File: config.mk
export PLATFORM = sky130hd
export DESIGN_NAME = ssr_smbus_slave
export DESIGN_NICKNAME = d
export VERILOG_FILES = /design/src/ssr_pkg.sv /design/src/ssr_smbus_slave.sv
export VERILOG_INCLUDE_DIRS = /design/src
export SDC_FILE = /design/constraint.sdc
export NUM_CORES = 1
export LEC_CHECK = 0
export BUFFER_PORTS_ARGS = -buffer_cell sky130_fd_sc_hd__buf_2
export CAP_MARGIN = 0
export CORE_MARGIN = 8
export CORE_UTILIZATION = 35
export DETAILED_ROUTE_END_ITERATION = 10
export PLACE_DENSITY = 0.51
export SLEW_MARGIN = 5
export SYNTH_ARGS = -nofsm -noshare
export SYNTH_HDL_FRONTEND = slang
export SYNTH_SLANG_ARGS = --single-unit
export TNS_END_PERCENT = 5
File: constraint.sdc
create_clock -name pclk -period 2.7 [get_ports pclk]
set_clock_uncertainty 0.15 [all_clocks]
set_input_delay 0.54 -clock pclk [delete_from_list [all_inputs] [get_ports pclk]]
set_output_delay 0.54 -clock pclk [all_outputs]
set_load 0.02 [all_outputs]
File: src/ssr_defines.svh
// constants for the smbus register slave
`ifndef SSR_DEFINES_SVH
`define SSR_DEFINES_SVH

`define SSR_SLAVE_ADDR   7'h2E
`define SSR_BYTE_BITS    4'h8
`define SSR_MAX_WBYTES   2'h2
`define SSR_CLK_NS       40
`define SSR_RRST_NS      10000
`define SSR_HW_TRIP_DEF  8'h64
// idle pin levels: power present, input low, sda high, scl high
`define SSR_SYNC_RST     4'hB

`define SSR_NUM_REGS     12
`define SSR_IDX_CFG      8'h00
`define SSR_IDX_STAT     8'h01
`define SSR_IDX_MASK     8'h02
`define SSR_IDX_LOC_VAL  8'h03
`define SSR_IDX_REM_VAL  8'h04
`define SSR_IDX_LIM0     8'h05
`define SSR_IDX_ANALOG   8'h09
`define SSR_IDX_ALERT    8'h0A
`define SSR_IDX_RFUNC    8'h0B

`define SSR_CFG_INT_EN   1
`define SSR_CFG_GIN_POL  2
`define SSR_RF_RRST      0
`define SSR_RF_ROFF      1
`define SSR_ST_GIN       4
`define SSR_ST_HWTRIP    5

`define SSR_CFG_RST      8'h00
`define SSR_MASK_RST     8'h00
`define SSR_ANALOG_RST   8'h00
`define SSR_LIM_HI_RST   8'h7F
`define SSR_LIM_LO_RST   8'h80
`define SSR_FAN_FULL     8'hFF

`endif

File: src/ssr_pkg.sv
// types shared by the smbus register slave
package ssr_pkg;
    typedef logic signed [7:0] ssr_temp_t;
    typedef enum logic [2:0] {
        SSR_IDLE, SSR_ADDR, SSR_WACK, SSR_WDATA, SSR_RDATA, SSR_RACK
    } ssr_state_t;
    typedef struct packed {
        logic       en;
        logic [7:0] idx;
        logic [7:0] data;
    } ssr_wr_t;
endpackage

File: src/ssr_smbus_slave.sv
// smbus slave with pointer-addressed register file and apb access
//
// The APB register port and the register addresses were left to the implementer.
`timescale 1ns/10ps
`include "ssr_defines.svh"

module ssr_smbus_slave #(
    parameter logic [7:0] HW_TRIP = `SSR_HW_TRIP_DEF,
    parameter int         RRST_NS = `SSR_RRST_NS
) (
    input  wire logic              pclk,
    input  wire logic              presetn,
    input  wire logic              psel,
    input  wire logic              penable,
    input  wire logic              pwrite,
    input  wire logic [11:0]       paddr,
    input  wire logic [31:0]       pwdata,
    output logic [31:0]            prdata,
    output logic                   pready,
    output logic                   pslverr,
    input  wire logic              scl,
    input  wire logic              sda_in,
    output logic                   sda_out,
    output logic                   sda_oe,
    input  wire ssr_pkg::ssr_temp_t local_temp,
    input  wire ssr_pkg::ssr_temp_t remote_temp,
    input  wire logic              general_input,
    input  wire logic              main_pwr_n,
    output logic                   int_oe,
    output logic                   over_temp_alert_oe,
    output logic                   rrst_oe,
    output logic                   remote_off,
    output logic [7:0]             fan_speed_out
);
    import ssr_pkg::*;

    localparam int RRST_CYC = (RRST_NS + `SSR_CLK_NS - 1) / `SSR_CLK_NS;

    // pin synchronisers: stage 1, stage 2, history
    logic [3:0] s1_ff, s2_ff;
    logic [1:0] q_ff;
    logic       scl_s, sda_s, gin_s, pwr_s;
    logic       scl_rise, scl_fall, start_det, stop_det;

    always_ff @(posedge pclk or negedge presetn) begin
        if (!presetn) begin
            s1_ff <= `SSR_SYNC_RST;
            s2_ff <= `SSR_SYNC_RST;
            q_ff  <= 2'h3;
        end else begin
            s1_ff <= {main_pwr_n, general_input, sda_in, scl};
            s2_ff <= s1_ff;
            q_ff  <= s2_ff[1:0];
        end
    end

    assign scl_s     = s2_ff[0];
    assign sda_s     = s2_ff[1];
    assign gin_s     = s2_ff[2];
    assign pwr_s     = s2_ff[3];
    assign scl_rise  = scl_s & ~q_ff[0];
    assign scl_fall  = ~scl_s & q_ff[0];
    assign start_det = scl_s & q_ff[0] & q_ff[1] & ~sda_s;
    assign stop_det  = scl_s & q_ff[0] & ~q_ff[1] & sda_s;

    // smbus byte engine
    ssr_state_t st_ff;
    logic [3:0] cnt_ff;
    logic [7:0] sh_ff, tx_ff, ptr_ff;
    logic       sda_oe_ff, dir_ff;
    logic [1:0] nbyte_ff;
    logic       byte_done, addr_hit;
    logic [7:0] rd_ptr;

    assign byte_done = scl_fall && (cnt_ff == `SSR_BYTE_BITS);
    assign addr_hit  = (sh_ff[7:1] == `SSR_SLAVE_ADDR);

    always_ff @(posedge pclk or negedge presetn) begin
        if (!presetn) begin
            st_ff     <= SSR_IDLE;
            cnt_ff    <= 4'h0;
            sh_ff     <= 8'h00;
            tx_ff     <= 8'h00;
            sda_oe_ff <= 1'b0;
            dir_ff    <= 1'b0;
            nbyte_ff  <= 2'h0;
        end else if (stop_det) begin
            st_ff     <= SSR_IDLE;
            sda_oe_ff <= 1'b0;
        end else if (start_det) begin
            st_ff     <= SSR_ADDR;
            cnt_ff    <= 4'h0;
            sda_oe_ff <= 1'b0;
        end else begin
            case (st_ff)
                SSR_ADDR, SSR_WDATA: begin
                    if (scl_rise) begin
                        sh_ff  <= {sh_ff[6:0], sda_s};
                        cnt_ff <= cnt_ff + 4'h1;
                    end else if (byte_done) begin
                        if (st_ff == SSR_ADDR) begin
                            if (addr_hit) begin
                                sda_oe_ff <= 1'b1;
                                dir_ff    <= sh_ff[0];
                                nbyte_ff  <= 2'h0;
                                st_ff     <= SSR_WACK;
                            end else begin
                                st_ff <= SSR_IDLE;
                            end
                        end else if (nbyte_ff < `SSR_MAX_WBYTES) begin
                            sda_oe_ff <= 1'b1;
                            nbyte_ff  <= nbyte_ff + 2'h1;
                            st_ff     <= SSR_WACK;
                        end else begin
                            st_ff <= SSR_IDLE;
                        end
                    end
                end
                SSR_WACK: begin
                    if (scl_fall) begin
                        cnt_ff <= 4'h0;
                        if (dir_ff) begin
                            tx_ff     <= rd_ptr;
                            sda_oe_ff <= ~rd_ptr[7];
                            st_ff     <= SSR_RDATA;
                        end else begin
                            sda_oe_ff <= 1'b0;
                            st_ff     <= SSR_WDATA;
                        end
                    end
                end
                SSR_RDATA: begin
                    if (scl_rise) begin
                        cnt_ff <= cnt_ff + 4'h1;
                    end else if (byte_done) begin
                        sda_oe_ff <= 1'b0;
                        st_ff     <= SSR_RACK;
                    end else if (scl_fall) begin
                        tx_ff     <= {tx_ff[6:0], 1'b0};
                        sda_oe_ff <= ~tx_ff[6];
                    end
                end
                SSR_RACK: begin
                    if (scl_rise) begin
                        st_ff <= SSR_IDLE;
                    end
                end
                default: begin
                    st_ff <= SSR_IDLE;
                end
            endcase
        end
    end

    assign sda_out = 1'b0;
    assign sda_oe  = sda_oe_ff;

    // pointer survives aborts
    always_ff @(posedge pclk or negedge presetn) begin
        if (!presetn) begin
            ptr_ff <= 8'h00;
        end else if (st_ff == SSR_WDATA && byte_done && nbyte_ff == 2'h0) begin
            ptr_ff <= sh_ff;
        end
    end

    // shared write port, smbus first
    ssr_wr_t    wr;
    logic       smb_wr, apb_acc, apb_bad;
    logic [7:0] apb_idx;

    assign smb_wr  = (st_ff == SSR_WDATA) && byte_done && (nbyte_ff == 2'h1);
    assign apb_idx = paddr[9:2];
    assign apb_bad = (paddr[11:10] != 2'h0) || (paddr[1:0] != 2'h0) ||
                     (apb_idx >= 8'(`SSR_NUM_REGS));
    assign pready  = ~smb_wr;
    assign apb_acc = psel & penable & pready;
    assign pslverr = apb_acc & apb_bad;

    always_comb begin
        wr = '0;
        if (smb_wr) begin
            wr.en   = 1'b1;
            wr.idx  = ptr_ff;
            wr.data = sh_ff;
        end else if (apb_acc && pwrite && !apb_bad) begin
            wr.en   = 1'b1;
            wr.idx  = apb_idx;
            wr.data = pwdata[7:0];
        end
    end

    // register file
    logic [7:0] cfg_ff, stat_ff, mask_ff, analog_ff;
    logic [7:0] lim_ff [0:3];
    logic [3:0] lim_ev;
    logic       roff_ff, rrst_act;
    logic [8:0] rrst_cnt_ff;
    logic       hw_trip, alert, gin_act;

    always_ff @(posedge pclk or negedge presetn) begin
        if (!presetn) begin
            cfg_ff    <= `SSR_CFG_RST;
            mask_ff   <= `SSR_MASK_RST;
            analog_ff <= `SSR_ANALOG_RST;
        end else if (wr.en) begin
            if (wr.idx == `SSR_IDX_CFG) begin
                cfg_ff <= wr.data;
            end else if (wr.idx == `SSR_IDX_MASK) begin
                mask_ff <= wr.data;
            end else if (wr.idx == `SSR_IDX_ANALOG) begin
                analog_ff <= wr.data;
            end
        end
    end

    // limits: even entries high, odd low; local then remote
    genvar gi;
    generate
        for (gi = 0; gi < 4; gi++) begin : g_lim
            localparam logic [7:0] LIM_RST =
                (gi % 2 == 0) ? `SSR_LIM_HI_RST : `SSR_LIM_LO_RST;
            ssr_temp_t t;
            assign t = (gi < 2) ? local_temp : remote_temp;
            always_ff @(posedge pclk or negedge presetn) begin
                if (!presetn) begin
                    lim_ff[gi] <= LIM_RST;
                end else if (wr.en && wr.idx == `SSR_IDX_LIM0 + 8'(gi)) begin
                    lim_ff[gi] <= wr.data;
                end
            end
            assign lim_ev[gi] = (gi % 2 == 0) ? (t > $signed(lim_ff[gi]))
                                              : (t < $signed(lim_ff[gi]));
        end
    endgenerate

    assign hw_trip = remote_temp > $signed(HW_TRIP);
    assign alert   = hw_trip | lim_ev[2];
    assign gin_act = gin_s ^ cfg_ff[`SSR_CFG_GIN_POL];

    // sticky status, write one to clear, set wins
    logic [7:0] ev, clr;
    assign ev = {2'b00, hw_trip, gin_act, lim_ev};
    assign clr = (wr.en && wr.idx == `SSR_IDX_STAT) ? wr.data : 8'h00;

    always_ff @(posedge pclk or negedge presetn) begin
        if (!presetn) begin
            stat_ff <= 8'h00;
        end else begin
            stat_ff <= (stat_ff & ~clr) | ev;
        end
    end

    // remote function: self-clearing reset pulse, latched off
    assign rrst_act = (rrst_cnt_ff != 9'h000);

    always_ff @(posedge pclk or negedge presetn) begin
        if (!presetn) begin
            rrst_cnt_ff <= 9'h000;
        end else if (wr.en && wr.idx == `SSR_IDX_RFUNC &&
                     wr.data[`SSR_RF_RRST]) begin
            rrst_cnt_ff <= 9'(RRST_CYC);
        end else if (rrst_act) begin
            rrst_cnt_ff <= rrst_cnt_ff - 9'h001;
        end
    end

    always_ff @(posedge pclk or negedge presetn) begin
        if (!presetn) begin
            roff_ff <= 1'b0;
        end else if (!pwr_s) begin
            roff_ff <= 1'b0;
        end else if (wr.en && wr.idx == `SSR_IDX_RFUNC &&
                     wr.data[`SSR_RF_ROFF]) begin
            roff_ff <= 1'b1;
        end
    end

    // pin outputs: int, alert and fan registered here, rrst_oe decoded from the reset counter
    logic int_ff, alert_ff;
    logic [7:0] fan_ff;

    always_ff @(posedge pclk or negedge presetn) begin
        if (!presetn) begin
            int_ff   <= 1'b0;
            alert_ff <= 1'b0;
            fan_ff   <= `SSR_ANALOG_RST;
        end else begin
            int_ff   <= cfg_ff[`SSR_CFG_INT_EN] &
                        (|(stat_ff & ~mask_ff));
            alert_ff <= alert;
            if (!pwr_s) begin
                fan_ff <= `SSR_ANALOG_RST;
            end else if (alert) begin
                fan_ff <= `SSR_FAN_FULL;
            end else begin
                fan_ff <= analog_ff;
            end
        end
    end

    assign int_oe             = int_ff;
    assign over_temp_alert_oe = alert_ff;
    assign rrst_oe            = rrst_act;
    assign remote_off         = roff_ff;
    assign fan_speed_out      = fan_ff;

    // read view
    logic [7:0] rview [0:`SSR_NUM_REGS-1];

    always_comb begin
        rview[0]  = cfg_ff;
        rview[1]  = stat_ff;
        rview[2]  = mask_ff;
        rview[3]  = local_temp;
        rview[4]  = remote_temp;
        rview[5]  = lim_ff[0];
        rview[6]  = lim_ff[1];
        rview[7]  = lim_ff[2];
        rview[8]  = lim_ff[3];
        rview[9]  = analog_ff;
        rview[10] = {6'h00, gin_s, alert};
        rview[11] = {6'h00, roff_ff, rrst_act};
    end

    assign rd_ptr = (ptr_ff < 8'(`SSR_NUM_REGS)) ? rview[ptr_ff[3:0]] : 8'h00;

    // apb read data captured in setup phase
    logic [31:0] prdata_ff;

    always_ff @(posedge pclk or negedge presetn) begin
        if (!presetn) begin
            prdata_ff <= 32'h0000_0000;
        end else if (psel && !penable) begin
            prdata_ff <= apb_bad ? 32'h0000_0000
                                 : {24'h000000, rview[apb_idx[3:0]]};
        end
    end

    assign prdata = prdata_ff;
endmodule

==> impl_metrics.csv <==
group,metric,value,unit
worst_setup_path,critPathMaxStageDelay,370,ps
clocking,insertion_delay,430,ps
detailed_routing,viasPerCell,5.60,
synthesis,ys_top_cells_by_area,"dfrtp_1 33%, mux4_2 8.4%, dfstp_2 7.4%",
finish,num_antenna_cells,0,
worst_setup_path,criticalPathCategory,"register to primary output",
sta,layout_setup_ws,-21.3,ps
synthesis,ys_warn_count,0,
detailed_routing,wl_met1,13300,um
clocking,clock-sinks,136,
worst_setup_path,cp.required,2010,ps
detailed_routing,drc,0,
grt,grt_pass1_wl,44300,um
power_and_ir_drop,p_int,3790,uW
finish,drive_gt1_share,30.8,%
die,core_region_area,24100,um^2
finish,final-seq-area,3430,um^2
die,die_width,172,um
sta,drv_slew,0,
sta,rsz0062_at_grt,"yes",
placed_design,dp_hpwl,22400,um
worst_setup_path,rr_worst_depth,9,
sta,hold_viol,0,
worst_setup_path,worstSetupStartpointType,"register",
power_and_ir_drop,power_density,479,nW/um^2
worst_setup_path,cp_num_cells,8,
placed_design,io_buffer_count,67,
worst_setup_path,worstSetupEndpoint,"pslverr",
die,fp-row-count,57,
synthesis,synth.most_common_cell,"dfrtp_1",
grt,grt_max_degree,45,
synthesis,synth_top_area_share,32.8,%
die,die_h,172,um
clocking,clock_path_buffers,2,
worst_setup_path,rr_startpoint,"cnt_ff[1]",
power_and_ir_drop,p_leak,0.00485,uW
finish,fillCellCount,2377,
power_and_ir_drop,sw_frac_of_total,24.6,%
worst_setup_path,critPathBufInv,4,
worst_setup_path,cp_slowest_cell,"dfrtp_1",
finish,final_nets,1071,
synthesis,synth_common_cells,"112 x dfrtp_1, 78 x inv_1, 65 x nand2_1, 49 x o21ai_0, 42 x nand3_1",
sta,fin_setup_tns,-47.7,ps
placed_design,placedInstanceArea,9700,um^2
synthesis,synth_ff_type,"dfrtp_1",
synthesis,synth_edf_count,0,
worst_setup_path,reg2reg_to,"mask_ff[2]",
clocking,cts_tree,"done",
die,start_util,35.4,%
detailed_routing,routed_wl,28900,um
grt,grt_antenna_before_repair,0,
power_and_ir_drop,p_sw,1240,uW
sta,slew_headroom,49.0,%
synthesis,synth_cell_type_count,67,
run,max_cap_violations,0,
placed_design,dp.cells,1259,
clocking,root_buffer,"clkbuf_16",
detailed_routing,via_count,7297,
outcome,status,"finished, violations left",
power_and_ir_drop,p_clk_share,48.7,%
synthesis,yosys.area.top_type,"dfrtp_1",
placed_design,gp_congestion,0.902,
detailed_routing,drt_first_pass_iters,6,
min_path,hold_class,"input pin to register",
detailed_routing,wl_per_cell,22.1,um
clocking,cts_buffers,17,
sta,period_needed,2720,ps
detailed_routing,antenna_left,0,
worst_setup_path,cp-end-kind,"primary output",
detailed_routing,wl_met3,2040,um
finish,multi_input_area,4640,um^2
sta,worst_pin_slew,759,ps
worst_setup_path,crit_fanout,2,
detailed_routing,wl_met2,12900,um
grt,first_global_vias,7219,
outcome,violations,"negative setup slack",
detailed_routing,drtIter0Drc,915,
worst_setup_path,crit_arrival,2030,ps
finish,stdcell_area,10500,um^2
die,die_area,29600,um^2
finish,fin_cells,1304,
grt,overflow,0,
worst_setup_path,r2r_setup_slack,30,ps
synthesis,ys_seq_area_share,40.2,%
worst_setup_path,crit_start,"cnt_ff[1]",
sta,period_share,101,%
worst_setup_path,path_cells,"inv_1 > ha_2 > and4bb_2 > and4_4 > clkinvlp_4 > buf_6 > and4_4 > buf_6",
sta,fmax,367,MHz
clocking,path_clk_slew,60,ps
synthesis,async_flop_share,100,%
synthesis,mappedNetlistArea,8540,um^2
worst_setup_path,path_delay_family,"simple AND/OR/NAND/NOR gates",
synthesis,yosys_register_bits,136,
grt,grt_usage,20.1,%
synthesis,synth_cells,825,
power_and_ir_drop,total_power,5030,uW
power_and_ir_drop,peakVddDrop,365,uV
power_and_ir_drop,power_frac_comb,8.7,%
sta,setup_violations,3,
detailed_routing,top_layer,"met4",
synthesis,syn_avg_cell_area,10.3,um^2
clocking,h-tree-depth,4,
power_and_ir_drop,seq_power_share,42.6,%
finish,synthToLayoutAreaGrowth,22.9,%
die,ios,117,
-- how the worst min path moves through the flow --
stage	startpoint	endpoint	depth (start not counted)
CTS	scl	s1_ff[0]	1
detailed placement	s1_ff[2]	s2_ff[2]	0
global placement	s1_ff[2]	s2_ff[2]	0
global route	scl	s1_ff[0]	1
floorplan	presetn	analog_ff[0]	0
finish	sda_in	s1_ff[1]	1
-- cell usage in the layout, fill, tap and decap left out, types with 9 or more instances in the layout --
cell / instances
a21o_1: 20
a21oi_1: 21
a22oi_1: 11
a32o_1: 9
buf_2: 63
buf_4: 81
clkbuf_16: 17
conb_1: 25
dfrtp_1: 112
dfstp_2: 24
ha_1: 33
inv_1: 74
mux2_2: 30
mux2i_1: 25
mux4_2: 32
nand2_1: 65
nand2b_1: 10
nand3_1: 42
nor2_1: 17
nor2b_1: 12
nor4_1: 9
o21a_1: 9
o21ai_0: 49
o221ai_1: 21
o22ai_1: 12
-- final cells by class --
type	count	area share, %
Clock buffer	22	4.52
Multi-Input combinational cell	578	44.2
Clock inverter	10	1.35
Timing Repair Buffer	156	10.5
Sequential cell	136	32.7
Tap cell	324	3.86
Inverter	78	2.83
-- routing by layer --
metal / GRT usage, % / vias up
li1: - / 3344
met1: 28.5 / 3611
met2: 30.2 / 306
met3: 3.84 / 36
met4: 7.16 / 0
met5: 0 / -
-- worst reg2reg max path: stages, from the launching register on --
cell        delay [ps]
dfrtp_1            370
inv_1               60
ha_2               160
and4bb_2           240
and4_4             260
clkinvlp_4         120
buf_4              180
nor3b_1            450
a31oi_4            200
mux2_2             360
-- logic make-up after synthesis --
| logic type | Yosys count | synth area share, % |
|---|---|---|
| AOI/OAI and AO/OA | 213 | 17.9 |
| xor gates and xnor gates | 6 | 0.616 |
| adders and majority gates | 35 | 5.13 |
| buffers and inverters | 135 | 7.25 |
| DFF | 136 | 40.2 |
| muxes | 87 | 15.3 |
| other | 1 | 0.0439 |
| and+or+nand+nor | 212 | 13.5 |
-- power groups by stage --
stage / registers, uW / clock network (uW) / logic [uW]
6_report: 2140 / 2450 / 440
3_3_place_gp: 2170 / 0 / 428
4_1_cts: 2140 / 2490 / 440
5_1_grt: 2150 / 2570 / 487
3_5_place_dp: 2170 / 0 / 431
2_1_floorplan: 2170 / 0 / 244
-- sequential cells by signal, indices dropped and copies added, names as in the netlist, 4 cells and up --
name / count
tx_ff: 7
mask_ff: 8
analog_ff: 8
lim_ff: 32
cfg_ff: 8
sh_ff: 8
cnt_ff: 4
rrst_cnt_ff: 9
fan_speed_out: 8
s2_ff: 4
stat_ff: 8
prdata: 8
s1_ff: 4
ptr_ff: 8
-- per-stage QoR --
| stage | hold WS, ps | worst slack (ps) | utilization, % |
|---|---|---|---|
| CTS | 43.9 | -38.6 | 43.4 |
| detailed placement | 193 | -14.7 | 40.2 |
| finish | 58.0 | -21.3 | 43.5 |
| global route | 45.9 | -83.1 | 43.5 |
| global placement | 185 | 16.1 | 40.2 |
| floorplan | 94.4 | 54.2 | - |
-- timing repair --
item,CTS,global route
gates resized for setup,17,6
gates cloned,0,0
buffers inserted,11,1
hold buffers,1,0
pin swaps,5,1
endpoints found under the setup margin,4,21
endpoints found under the hold margin,35,0
Note: power is estimated with default switching activity, not from simulation.
